[config.mk]
export PLATFORM = sky130hd
export DESIGN_NAME = sam_alarm_led
export DESIGN_NICKNAME = d
export VERILOG_FILES = /design/src/sam_pkg.sv /design/src/sam_debounce.sv /design/src/sam_alarm_led.sv
export VERILOG_INCLUDE_DIRS = /design/src
export SDC_FILE = /design/constraint.sdc
export NUM_CORES = 1
export LEC_CHECK = 0
export CORE_ASPECT_RATIO = 1.2
export CORE_MARGIN = 5
export CORE_UTILIZATION = 56
export CTS_BUF_LIST = sky130_fd_sc_hd__clkbuf_16
export DETAILED_ROUTE_END_ITERATION = 12
export DONT_BUFFER_PORTS = 1
export HOLD_SLACK_MARGIN = 0.05
export PLACE_DENSITY = 0.71
export SKIP_LAST_GASP = 1
export SYNTH_ARGS = -nofsm -noshare
export SYNTH_HDL_FRONTEND = slang
export SYNTH_SLANG_ARGS = --single-unit
[constraint.sdc]
create_clock -name aclk -period 2.83 [get_ports aclk]
set_input_delay 0.4245 -clock aclk [delete_from_list [all_inputs] [get_ports aclk]]
set_output_delay 0.4245 -clock aclk [all_outputs]
set_load 0.02 [all_outputs]
[src/sam_consts.svh]
`ifndef SAM_CONSTS_SVH
`define SAM_CONSTS_SVH

// Clock
`define SAM_CLK_NS        25

// Thresholds
`define SAM_TEMP_SET_C    8'h41
`define SAM_TEMP_CLR_C    8'h3C
`define SAM_SS_CAU_PCT    7'h1E
`define SAM_SS_ERR_PCT    7'h0F
`define SAM_SS_FULL_PCT   7'h64
`define SAM_SPEED_MAX     13'h1388

// Timing
`define SAM_DEB_NS        1000
`define SAM_DEB_CYC       ((`SAM_DEB_NS + `SAM_CLK_NS - 1) / `SAM_CLK_NS)
`define SAM_POWERON_MS    2000
`define SAM_FLASH_HALF_MS 250

// Register offsets
`define SAM_OFF_STATUS    8'h00
`define SAM_OFF_IRQ_STAT  8'h04
`define SAM_OFF_IRQ_CLR   8'h08
`define SAM_OFF_IRQ_EN    8'h0C
`define SAM_OFF_CTRL      8'h10
`define SAM_OFF_FLASH     8'h14

// Status fields
`define SAM_ST_ALM_LSB    0
`define SAM_ST_REG_LSB    8
`define SAM_ST_RED        10
`define SAM_ST_YEL        11
`define SAM_ST_PON        12

// Interrupt bits
`define SAM_IRQ_CAU_SET   0
`define SAM_IRQ_ERR_SET   1
`define SAM_IRQ_CAU_CLR   2

// Control bits
`define SAM_CTRL_ERRCLR   0

// Reset values
`define SAM_IRQ_EN_RST    3'h0

// Bus answers
`define SAM_RESP_OKAY     2'h0
`define SAM_RESP_SLVERR   2'h2

`endif

[src/sam_pkg.sv]
package sam_pkg;

  typedef enum logic [1:0] {
    SAM_REG_NORMAL  = 2'h0,
    SAM_REG_CAUTION = 2'h1,
    SAM_REG_ERROR   = 2'h2
  } sam_region_t;

  typedef enum logic [1:0] {
    SAM_LS_PON = 2'b01,
    SAM_LS_RUN = 2'b10
  } sam_led_st_t;

  // Register index; SAM_IX_NONE marks an unmapped address
  typedef enum logic [2:0] {
    SAM_IX_STATUS   = 3'h0,
    SAM_IX_IRQ_STAT = 3'h1,
    SAM_IX_IRQ_CLR  = 3'h2,
    SAM_IX_IRQ_EN   = 3'h3,
    SAM_IX_CTRL     = 3'h4,
    SAM_IX_FLASH    = 3'h5,
    SAM_IX_NONE     = 3'h7
  } sam_idx_t;

  typedef struct packed {
    logic signed [7:0] temp_c;
    logic [6:0]        ss_pct;
    logic [12:0]       speed_mm_s;
    logic              bal_fault;
    logic              abs_fault;
    logic              hw_fault;
    logic              init_fail;
  } sam_sense_t;

  // err: 0 strength, 1 balance, 2 absolute data, 3 hardware, 4 init, 5 overspeed
  typedef struct packed {
    logic [5:0] err;
    logic       ss_cau;
    logic       temp_cau;
  } sam_alarm_t;

  typedef struct packed {
    logic red;
    logic yellow;
  } sam_led_t;

endpackage

[src/sam_debounce.sv]
`timescale 1ns/1ps
`default_nettype none
`include "sam_consts.svh"

module sam_debounce (
  input  wire logic aclk,
  input  wire logic aresetn,
  input  wire logic raw,
  output var  logic stable_ff
);

  logic [5:0] cnt_ff;

  // Output follows only after the input held steady for the whole window
  always_ff @(posedge aclk) begin
    if (!aresetn) begin
      cnt_ff    <= 6'h0;
      stable_ff <= 1'b0;
    end else if (raw == stable_ff) begin
      cnt_ff <= 6'h0;
    end else if (cnt_ff == 6'(`SAM_DEB_CYC - 1)) begin
      cnt_ff    <= 6'h0;
      stable_ff <= raw;
    end else begin
      cnt_ff <= cnt_ff + 6'h1;
    end
  end

endmodule

`default_nettype wire

[src/sam_alarm_led.sv]
// Operation
// Alarms split into self-clearing cautions, held errors
// Errors stay set until clear or power-up
// Temperature caution above 65, clears below 60
// Strength caution below 30, clears above 30
// Strength error below 15 or at 100
// Held errors: balance, absolute data, hardware
// Held error when power-on initialization fails
// Held error when speed exceeds 5 m/s
// Strength regions normal, caution, error shown
// Solid red two seconds at power-on
// Caution plus error red; error only yellow
// Error-only yellow until far-end clear command
// Caution only flashes yellow, off when cleared
// Flash period and debounce are configurable constants
// Summary caution and error flags for link
//
// Our own choices: the AXI4-Lite slave port and the register addresses.
`timescale 1ns/1ps
`default_nettype none
`include "sam_consts.svh"

module sam_alarm_led
  import sam_pkg::*;
#(
  parameter int POWERON_CYC    = (`SAM_POWERON_MS * 1_000_000) / `SAM_CLK_NS,
  parameter int FLASH_HALF_CYC = (`SAM_FLASH_HALF_MS * 1_000_000) / `SAM_CLK_NS
) (
  input  wire logic        aclk,
  input  wire logic        aresetn,
  input  wire sam_sense_t  sense,
  input  wire logic        link_err_clr,
  output var  sam_alarm_t  alarm_ff,
  output var  sam_region_t region_ff,
  output var  sam_led_t    led_ff,
  output var  logic        caution_any_ff,
  output var  logic        error_any_ff,
  output var  logic        irq_ff,
  input  wire logic [7:0]  s_axi_awaddr,
  input  wire logic        s_axi_awvalid,
  output var  logic        s_axi_awready,
  input  wire logic [31:0] s_axi_wdata,
  input  wire logic [3:0]  s_axi_wstrb,
  input  wire logic        s_axi_wvalid,
  output var  logic        s_axi_wready,
  output var  logic [1:0]  s_axi_bresp,
  output var  logic        s_axi_bvalid,
  input  wire logic        s_axi_bready,
  input  wire logic [7:0]  s_axi_araddr,
  input  wire logic        s_axi_arvalid,
  output var  logic        s_axi_arready,
  output var  logic [31:0] s_axi_rdata,
  output var  logic [1:0]  s_axi_rresp,
  output var  logic        s_axi_rvalid,
  input  wire logic        s_axi_rready
);

  localparam int NRAW = 7;

  function automatic sam_idx_t reg_idx(input logic [7:0] addr);
    sam_idx_t ix;
    unique case (addr)
      `SAM_OFF_STATUS:   ix = SAM_IX_STATUS;
      `SAM_OFF_IRQ_STAT: ix = SAM_IX_IRQ_STAT;
      `SAM_OFF_IRQ_CLR:  ix = SAM_IX_IRQ_CLR;
      `SAM_OFF_IRQ_EN:   ix = SAM_IX_IRQ_EN;
      `SAM_OFF_CTRL:     ix = SAM_IX_CTRL;
      `SAM_OFF_FLASH:    ix = SAM_IX_FLASH;
      default:           ix = SAM_IX_NONE;
    endcase
    return ix;
  endfunction

  function automatic logic [31:0] merge_strb(input logic [31:0] old_v,
                                             input logic [31:0] new_v,
                                             input logic [3:0]  strb);
    logic [31:0] res;
    res = old_v;
    for (int i = 0; i < 4; i++) begin
      if (strb[i]) begin
        res[i*8 +: 8] = new_v[i*8 +: 8];
      end
    end
    return res;
  endfunction

  logic [NRAW-1:0] raw;
  logic [NRAW-1:0] deb;
  logic [5:0]      nxt_err;
  logic [5:0]      err_set;
  logic            nxt_temp_cau;
  logic            nxt_ss_cau;
  logic            err_clr;
  sam_region_t     nxt_region;
  sam_led_t        nxt_led;
  sam_led_st_t     led_st_ff;
  logic [26:0]     pon_cnt_ff;
  logic [23:0]     flash_cnt_ff;
  logic            flash_ff;
  logic [23:0]     flash_half_ff;
  logic [2:0]      irq_stat_ff;
  logic [2:0]      irq_en_ff;
  logic [2:0]      irq_ev;
  logic [2:0]      irq_clr;
  logic            aw_got_ff;
  logic            w_got_ff;
  logic [7:0]      awaddr_ff;
  logic [31:0]     wdata_ff;
  logic [3:0]      wstrb_ff;
  logic            wr_fire;
  sam_idx_t        wr_ix;
  sam_idx_t        rd_ix;
  logic [31:0]     rd_word;
  logic            sw_err_clr;
  logic [31:0]     en_merged;
  logic [31:0]     flash_merged;

  // Threshold comparisons, filtered against sensor noise
  assign raw[0] = sense.temp_c > $signed(`SAM_TEMP_SET_C);
  assign raw[1] = sense.temp_c < $signed(`SAM_TEMP_CLR_C);
  assign raw[2] = sense.ss_pct < `SAM_SS_CAU_PCT;
  assign raw[3] = sense.ss_pct > `SAM_SS_CAU_PCT;
  assign raw[4] = sense.ss_pct < `SAM_SS_ERR_PCT;
  assign raw[5] = sense.ss_pct >= `SAM_SS_FULL_PCT;
  assign raw[6] = sense.speed_mm_s > `SAM_SPEED_MAX;

  generate
    for (genvar g = 0; g < NRAW; g++) begin : gen_deb
      sam_debounce u_deb (
        .aclk      (aclk),
        .aresetn   (aresetn),
        .raw       (raw[g]),
        .stable_ff (deb[g])
      );
    end
  endgenerate

  // Cautions: hysteresis, between thresholds the flag holds
  always_comb begin
    nxt_temp_cau = alarm_ff.temp_cau;
    if (deb[0]) begin
      nxt_temp_cau = 1'b1;
    end else if (deb[1]) begin
      nxt_temp_cau = 1'b0;
    end
    nxt_ss_cau = alarm_ff.ss_cau;
    if (deb[2]) begin
      nxt_ss_cau = 1'b1;
    end else if (deb[3]) begin
      nxt_ss_cau = 1'b0;
    end
  end

  assign sw_err_clr = wr_fire && (wr_ix == SAM_IX_CTRL) && wstrb_ff[0]
                      && wdata_ff[`SAM_CTRL_ERRCLR];
  assign err_clr    = link_err_clr | sw_err_clr;

  assign err_set[0] = deb[4] | deb[5];
  assign err_set[1] = sense.bal_fault;
  assign err_set[2] = sense.abs_fault;
  assign err_set[3] = sense.hw_fault;
  assign err_set[4] = sense.init_fail;
  assign err_set[5] = deb[6];

  // A cause still present re-latches through a clear
  assign nxt_err = err_set | (alarm_ff.err & ~{6{err_clr}});

  always_comb begin
    if (deb[4] || deb[5]) begin
      nxt_region = SAM_REG_ERROR;
    end else if (nxt_ss_cau) begin
      nxt_region = SAM_REG_CAUTION;
    end else begin
      nxt_region = SAM_REG_NORMAL;
    end
  end

  always_ff @(posedge aclk) begin
    if (!aresetn) begin
      alarm_ff       <= '0;
      region_ff      <= SAM_REG_NORMAL;
      caution_any_ff <= 1'b0;
      error_any_ff   <= 1'b0;
    end else begin
      alarm_ff.temp_cau <= nxt_temp_cau;
      alarm_ff.ss_cau   <= nxt_ss_cau;
      alarm_ff.err      <= nxt_err;
      region_ff         <= nxt_region;
      caution_any_ff    <= nxt_temp_cau | nxt_ss_cau;
      error_any_ff      <= |nxt_err;
    end
  end

  // Indicator sequencing
  always_ff @(posedge aclk) begin
    if (!aresetn) begin
      led_st_ff  <= SAM_LS_PON;
      pon_cnt_ff <= 27'h0;
    end else begin
      unique case (led_st_ff)
        SAM_LS_PON: begin
          if (pon_cnt_ff == 27'(POWERON_CYC - 1)) begin
            led_st_ff <= SAM_LS_RUN;
          end else begin
            pon_cnt_ff <= pon_cnt_ff + 27'h1;
          end
        end
        SAM_LS_RUN: begin
          led_st_ff <= SAM_LS_RUN;
        end
        default: begin
          led_st_ff <= SAM_LS_PON;
        end
      endcase
    end
  end

  // Free-running blink; phase is not aligned to caution onset
  always_ff @(posedge aclk) begin
    if (!aresetn) begin
      flash_cnt_ff <= 24'h0;
      flash_ff     <= 1'b0;
    end else if (flash_cnt_ff + 24'h1 >= flash_half_ff) begin
      flash_cnt_ff <= 24'h0;
      flash_ff     <= ~flash_ff;
    end else begin
      flash_cnt_ff <= flash_cnt_ff + 24'h1;
    end
  end

  always_comb begin
    nxt_led = '0;
    if (led_st_ff != SAM_LS_RUN) begin
      nxt_led.red = 1'b1;
    end else begin
      unique case ({nxt_temp_cau | nxt_ss_cau, |nxt_err})
        2'b11:   nxt_led.red    = 1'b1;
        2'b01:   nxt_led.yellow = 1'b1;
        2'b10:   nxt_led.yellow = flash_ff;
        default: nxt_led        = '0;
      endcase
    end
  end

  always_ff @(posedge aclk) begin
    if (!aresetn) begin
      led_ff <= '0;
    end else begin
      led_ff <= nxt_led;
    end
  end

  // Interrupt events
  assign irq_ev[`SAM_IRQ_CAU_SET] = (nxt_temp_cau | nxt_ss_cau) & ~caution_any_ff;
  assign irq_ev[`SAM_IRQ_ERR_SET] = |(nxt_err & ~alarm_ff.err);
  assign irq_ev[`SAM_IRQ_CAU_CLR] = ~(nxt_temp_cau | nxt_ss_cau) & caution_any_ff;
  assign irq_clr = (wr_fire && (wr_ix == SAM_IX_IRQ_CLR) && wstrb_ff[0])
                   ? wdata_ff[2:0] : 3'h0;

  // Event wins over a clear in the same cycle
  always_ff @(posedge aclk) begin
    if (!aresetn) begin
      irq_stat_ff <= 3'h0;
      irq_ff      <= 1'b0;
    end else begin
      irq_stat_ff <= irq_ev | (irq_stat_ff & ~irq_clr);
      irq_ff      <= |((irq_ev | (irq_stat_ff & ~irq_clr)) & irq_en_ff);
    end
  end

  // Writable registers
  assign wr_ix   = reg_idx(awaddr_ff);
  assign wr_fire = aw_got_ff & w_got_ff & ~s_axi_bvalid;
  assign en_merged    = merge_strb({29'h0, irq_en_ff}, wdata_ff, wstrb_ff);
  assign flash_merged = merge_strb({8'h0, flash_half_ff}, wdata_ff, wstrb_ff);

  always_ff @(posedge aclk) begin
    if (!aresetn) begin
      irq_en_ff     <= `SAM_IRQ_EN_RST;
      flash_half_ff <= 24'(FLASH_HALF_CYC);
    end else if (wr_fire) begin
      if (wr_ix == SAM_IX_IRQ_EN) begin
        irq_en_ff <= en_merged[2:0];
      end
      if (wr_ix == SAM_IX_FLASH) begin
        flash_half_ff <= flash_merged[23:0];
      end
    end
  end

  // Write channel: address and data taken in either order
  always_ff @(posedge aclk) begin
    if (!aresetn) begin
      aw_got_ff     <= 1'b0;
      w_got_ff      <= 1'b0;
      awaddr_ff     <= 8'h0;
      wdata_ff      <= 32'h0000_0000;
      wstrb_ff      <= 4'h0;
      s_axi_awready <= 1'b1;
      s_axi_wready  <= 1'b1;
      s_axi_bvalid  <= 1'b0;
      s_axi_bresp   <= `SAM_RESP_OKAY;
    end else begin
      if (s_axi_awvalid && s_axi_awready) begin
        aw_got_ff     <= 1'b1;
        awaddr_ff     <= s_axi_awaddr;
        s_axi_awready <= 1'b0;
      end
      if (s_axi_wvalid && s_axi_wready) begin
        w_got_ff     <= 1'b1;
        wdata_ff     <= s_axi_wdata;
        wstrb_ff     <= s_axi_wstrb;
        s_axi_wready <= 1'b0;
      end
      if (wr_fire) begin
        aw_got_ff    <= 1'b0;
        w_got_ff     <= 1'b0;
        s_axi_bvalid <= 1'b1;
        s_axi_bresp  <= (wr_ix == SAM_IX_NONE) ? `SAM_RESP_SLVERR
                                               : `SAM_RESP_OKAY;
      end
      if (s_axi_bvalid && s_axi_bready) begin
        s_axi_bvalid  <= 1'b0;
        s_axi_awready <= 1'b1;
        s_axi_wready  <= 1'b1;
      end
    end
  end

  // Read mux; write-only registers read as zero
  assign rd_ix = reg_idx(s_axi_araddr);

  always_comb begin
    rd_word = 32'h0000_0000;
    unique case (rd_ix)
      SAM_IX_STATUS: begin
        rd_word[`SAM_ST_ALM_LSB +: 8] = alarm_ff;
        rd_word[`SAM_ST_REG_LSB +: 2] = region_ff;
        rd_word[`SAM_ST_RED]          = led_ff.red;
        rd_word[`SAM_ST_YEL]          = led_ff.yellow;
        rd_word[`SAM_ST_PON]          = led_st_ff == SAM_LS_PON;
      end
      SAM_IX_IRQ_STAT: rd_word[2:0]  = irq_stat_ff;
      SAM_IX_IRQ_EN:   rd_word[2:0]  = irq_en_ff;
      SAM_IX_FLASH:    rd_word[23:0] = flash_half_ff;
      default:         rd_word       = 32'h0000_0000;
    endcase
  end

  always_ff @(posedge aclk) begin
    if (!aresetn) begin
      s_axi_arready <= 1'b1;
      s_axi_rvalid  <= 1'b0;
      s_axi_rdata   <= 32'h0000_0000;
      s_axi_rresp   <= `SAM_RESP_OKAY;
    end else if (s_axi_arvalid && s_axi_arready) begin
      s_axi_arready <= 1'b0;
      s_axi_rvalid  <= 1'b1;
      s_axi_rdata   <= rd_word;
      s_axi_rresp   <= (rd_ix == SAM_IX_NONE) ? `SAM_RESP_SLVERR
                                              : `SAM_RESP_OKAY;
    end else if (s_axi_rvalid && s_axi_rready) begin
      s_axi_rvalid  <= 1'b0;
      s_axi_arready <= 1'b1;
    end
  end

endmodule

`default_nettype wire

==> impl_summary.md <==
Layout
Fill cells in the final layout number 1385. The diode insertion count for antenna repair is 0. The library cell used most frequently in the layout, excluding fill and tap cells, is dfxtp_1.

From synthesis to final layout, the design area changed by 14.4%. The library cells used most frequently in the layout, excluding fill and tap cells, are dfxtp_1, nand2_1, nor2_1. After the last flow step, the layout net total stands at 1264.

Cells fill 65.8% of the core in the end. The layout cell share with drive strength beyond 1 is 9.91%.

Logic synthesis
For this run, asynchronously set or reset flops after synthesis account for 0%. In this run, synthesis inferred 0 flip-flops with an integrated enable. The synthesized design contains 216 register bits. After synthesis, the netlist uses 61 different library cells. The part of the Yosys area used for sequential elements is 46.0%.

The most used flip-flop cell after synthesis is dfxtp_1. The count of yosys warnings during synthesis is 0. The fraction of post-synthesis cell area in the top cell type by area is 46.0%. The biggest area contributor in the post-synthesis netlist is dfxtp_1. In the synthesized netlist, the number of instances is 1107. The average cell area after synthesis is 8.48 um^2. The synthesized cell area is 9390 um^2.

Sorting the synthesized cells by area gives the leading types as dfxtp_1, nand2_1, ha_1.

STA
The worst max-slew margin expressed relative to the limit is 36.6%. The number of hold-slack violations in the final timing report is 0. Between clock sinks in the finished design, the worst skew comes to 0.0128 ns. The final max-slew violation count is 0. Counting I/O delays and the setup requirement, the final critical path takes 2.93 ns.

For the pin with the worst max-slew slack, the measured transition is 0.948 ns. The share of the clock period used by the worst path is 103%. The total setup violations reported at the end of the flow is 25.

Setup repair after global routing could not meet its margin everywhere. Hold is met by 0.0595 ns. Once routing completed, OpenROAD measured the worst setup slack at -0.0975 ns. For this run, the top clock speed supported by timing is 342 MHz.

Critical path
The kind of capture point of the worst setup path is a register. The sort of element at the start of the critical path is a register. The largest fanout on the critical path is 12.

The cell repeated most along the worst path is nand4_1. The slowest stage of the critical path belongs to the cell or4b_4. For the worst setup path, the data arrival time is 3.31 ns.

STA puts the critical path data required time at 3.21 ns. The critical path goes through ha_4, nand4_1, nor2b_4, nand3_2, nor2_4, xnor2_2, ha_1, nand4_1, nor4_2, or4b_4, nand3_4, nor2b_1. The largest single stage delay on the critical path is 0.58 ns. The critical path is of the register to register type.

Clock network
In this run the number of H-tree levels came out at 1. The number of buffers inserted during clock tree synthesis is 22. The clock root buffer master is clkbuf_16. The clock sink count is 216. The clock tree from TritonCTS is done. The deepest clock path buffer count is 3.

The clock latency reported for the late side of the worst-skew pair is 0.50 ns. Clock-pin slew was measured on the worst setup and hold paths at 0.06 ns.

Floorplanning
The overall die width is 128 um. The number of standard-cell rows in the floorplan is 51. Measured along the y axis, the die boundary spans 152 um. The die outline area is 19500 um^2. During I/O placement, the number of pins put on the boundary was 148. The initial utilization of the core area, before any placement, comes to 57.5%.

After floorplanning, the core was sized to cover 16300 um^2.

Status
The run finished, with violations left. The final reports fail on negative setup slack.

Placement
During placement, the flow inserted port buffers numbering 0. The final HPWL from detailed placement is 15700 um. At the end of routability-driven placement, the weighted congestion stood at 0.881. The pre-CTS setup slack is -0.293 ns.

Route
The wire length reported by the detailed router is 21900 um. The remaining number of nets flagged by the antenna check after routing is 0. The violation count after the first detailed-routing iteration is 357.

The first detailed-routing pass ran for 5 iterations. Summing over every cut layer, the via total after detailed routing is 7506. The number of vias per cell after detailed routing is 5.51.

The DRC violation count after routing is 0. The routed length per placed instance is 16.1 um.

Power
The analysis attributes to cell leakage a power of 4.26 nW. IR analysis of the VDD net gives a maximum drop of 0.420 mV. The design draws 6.64 mW. Dividing total power by cell area gives a power density of 618 nW/um^2.

Global routing
Entering global routing, the biggest net connects 64 pins. The total overflow left after global routing is 0. The initial antenna violation count is 0. Across every metal layer, demand over resource in global routing totals 22.0%. The via count of the first global-routing pass was 7539. The first global-routing pass estimated 36200 um of wire.

Flow run
The max-capacitance violation count is 0.

Min path
In this run the worst hold path is classified as primary input to register.
-- final timing paths --
kind	startpoint	end	slack [ns]	cells past startpoint
setup reg to reg	flash_cnt_ff[0]	flash_cnt_ff[8]	-0.1	12
hold reg to reg	gen_deb[0].u_deb.cnt_ff[0]	gen_deb[0].u_deb.cnt_ff[0]	0.44	1
setup / recovery	flash_cnt_ff[0]	flash_cnt_ff[8]	-0.1	12
hold / removal	s_axi_wstrb[2]	wstrb_ff[2]	0.06	2
-- layout make-up --
class	instances	area [um^2]	area share [%]
sequential	216	4330	40.3
tap	212	265	2.47
inverter	54	205	1.91
multi-input combinational	789	4780	44.5
clock buffer	23	576	5.36
timing repair buffer	51	407	3.79
clock inverter	17	184	1.71
-- stage by stage --
step / cell area (um^2) / TNS [ns] / std cells
after floorplan: 9480 / 0 / 1116
after global placement: 9780 / -5.55 / 1311
after detailed placement: 9780 / -6.81 / 1311
after CTS: 10700 / -2.40 / 1362
after global routing: 10700 / -6.03 / 1362
final: 10700 / -1.88 / 1362
-- critical path: cells and delay by family, from the launching register on --
family	cells	cell delay [ns]
and+or+nand+nor	9	1.93
adders and majority gates	2	0.43
xor gates and xnor gates	1	0.08
DFF	1	0.36
-- sequential cells by signal (all words and copies together), names as in the netlist, 7 cells and up --
register / cells
gen_deb.u_deb.cnt_ff: 42
alarm_ff: 8
s_axi_rdata: 24
pon_cnt_ff: 27
flash_half_ff: 24
awaddr_ff: 8
gen_deb.u_deb.stable_ff: 7
flash_cnt_ff: 24
wdata_ff: 24
-- timing repair --
item                                    CTS  global route
gates cloned                              2             0
setup buffers                             1             0
pin swaps                                 7             2
gates resized for setup                  24             0
hold buffers                              8             0
endpoints found under the setup margin   25            25
hold endpoints to repair                 17             0
-- cell usage after synthesis, drive strengths merged, types with 23 or more instances --
cell    instances
dfxtp         216
nor2b          25
xnor2          38
nor2          123
inv            54
xor2           45
nand3          93
nor3           23
buf            24
nand2         142
ha             38
a21oi          91
clkbuf         35
-- power breakdown --
part           switching, mW  leakage [nW]  internal, mW
clock network           1.18         0.388          1.84
logic                  0.237          2.11         0.142
registers              0.110          1.76          3.13
-- cell families (layout without fill, tap and decap cells) --
logic type	Yosys count	after routing	share of synthesized area [%]
xor gates and xnor gates	83	83	7.74
AOI/OAI and AO/OA	144	144	9.01
and+or+nand+nor	500	502	25.8
buffers and inverters	113	145	5.05
muxes	11	11	1.19
DFF	216	216	46.0
other	1	10	0.0399
adders and majority gates	39	39	5.17
-- per-layer routing --
| metal | vias up | global-route usage [%] | part of all wire (%) |
|---|---|---|---|
| li1 | 3803 | - | - |
| met1 | 3537 | 26.8 | 42 |
| met2 | 139 | 39.2 | 50 |
| met3 | 27 | 4.56 | 5.7 |
| met4 | 0 | 5.76 | 1.8 |
| met5 | - | 0 | 0 |
Power figures use the tool's default switching activity.
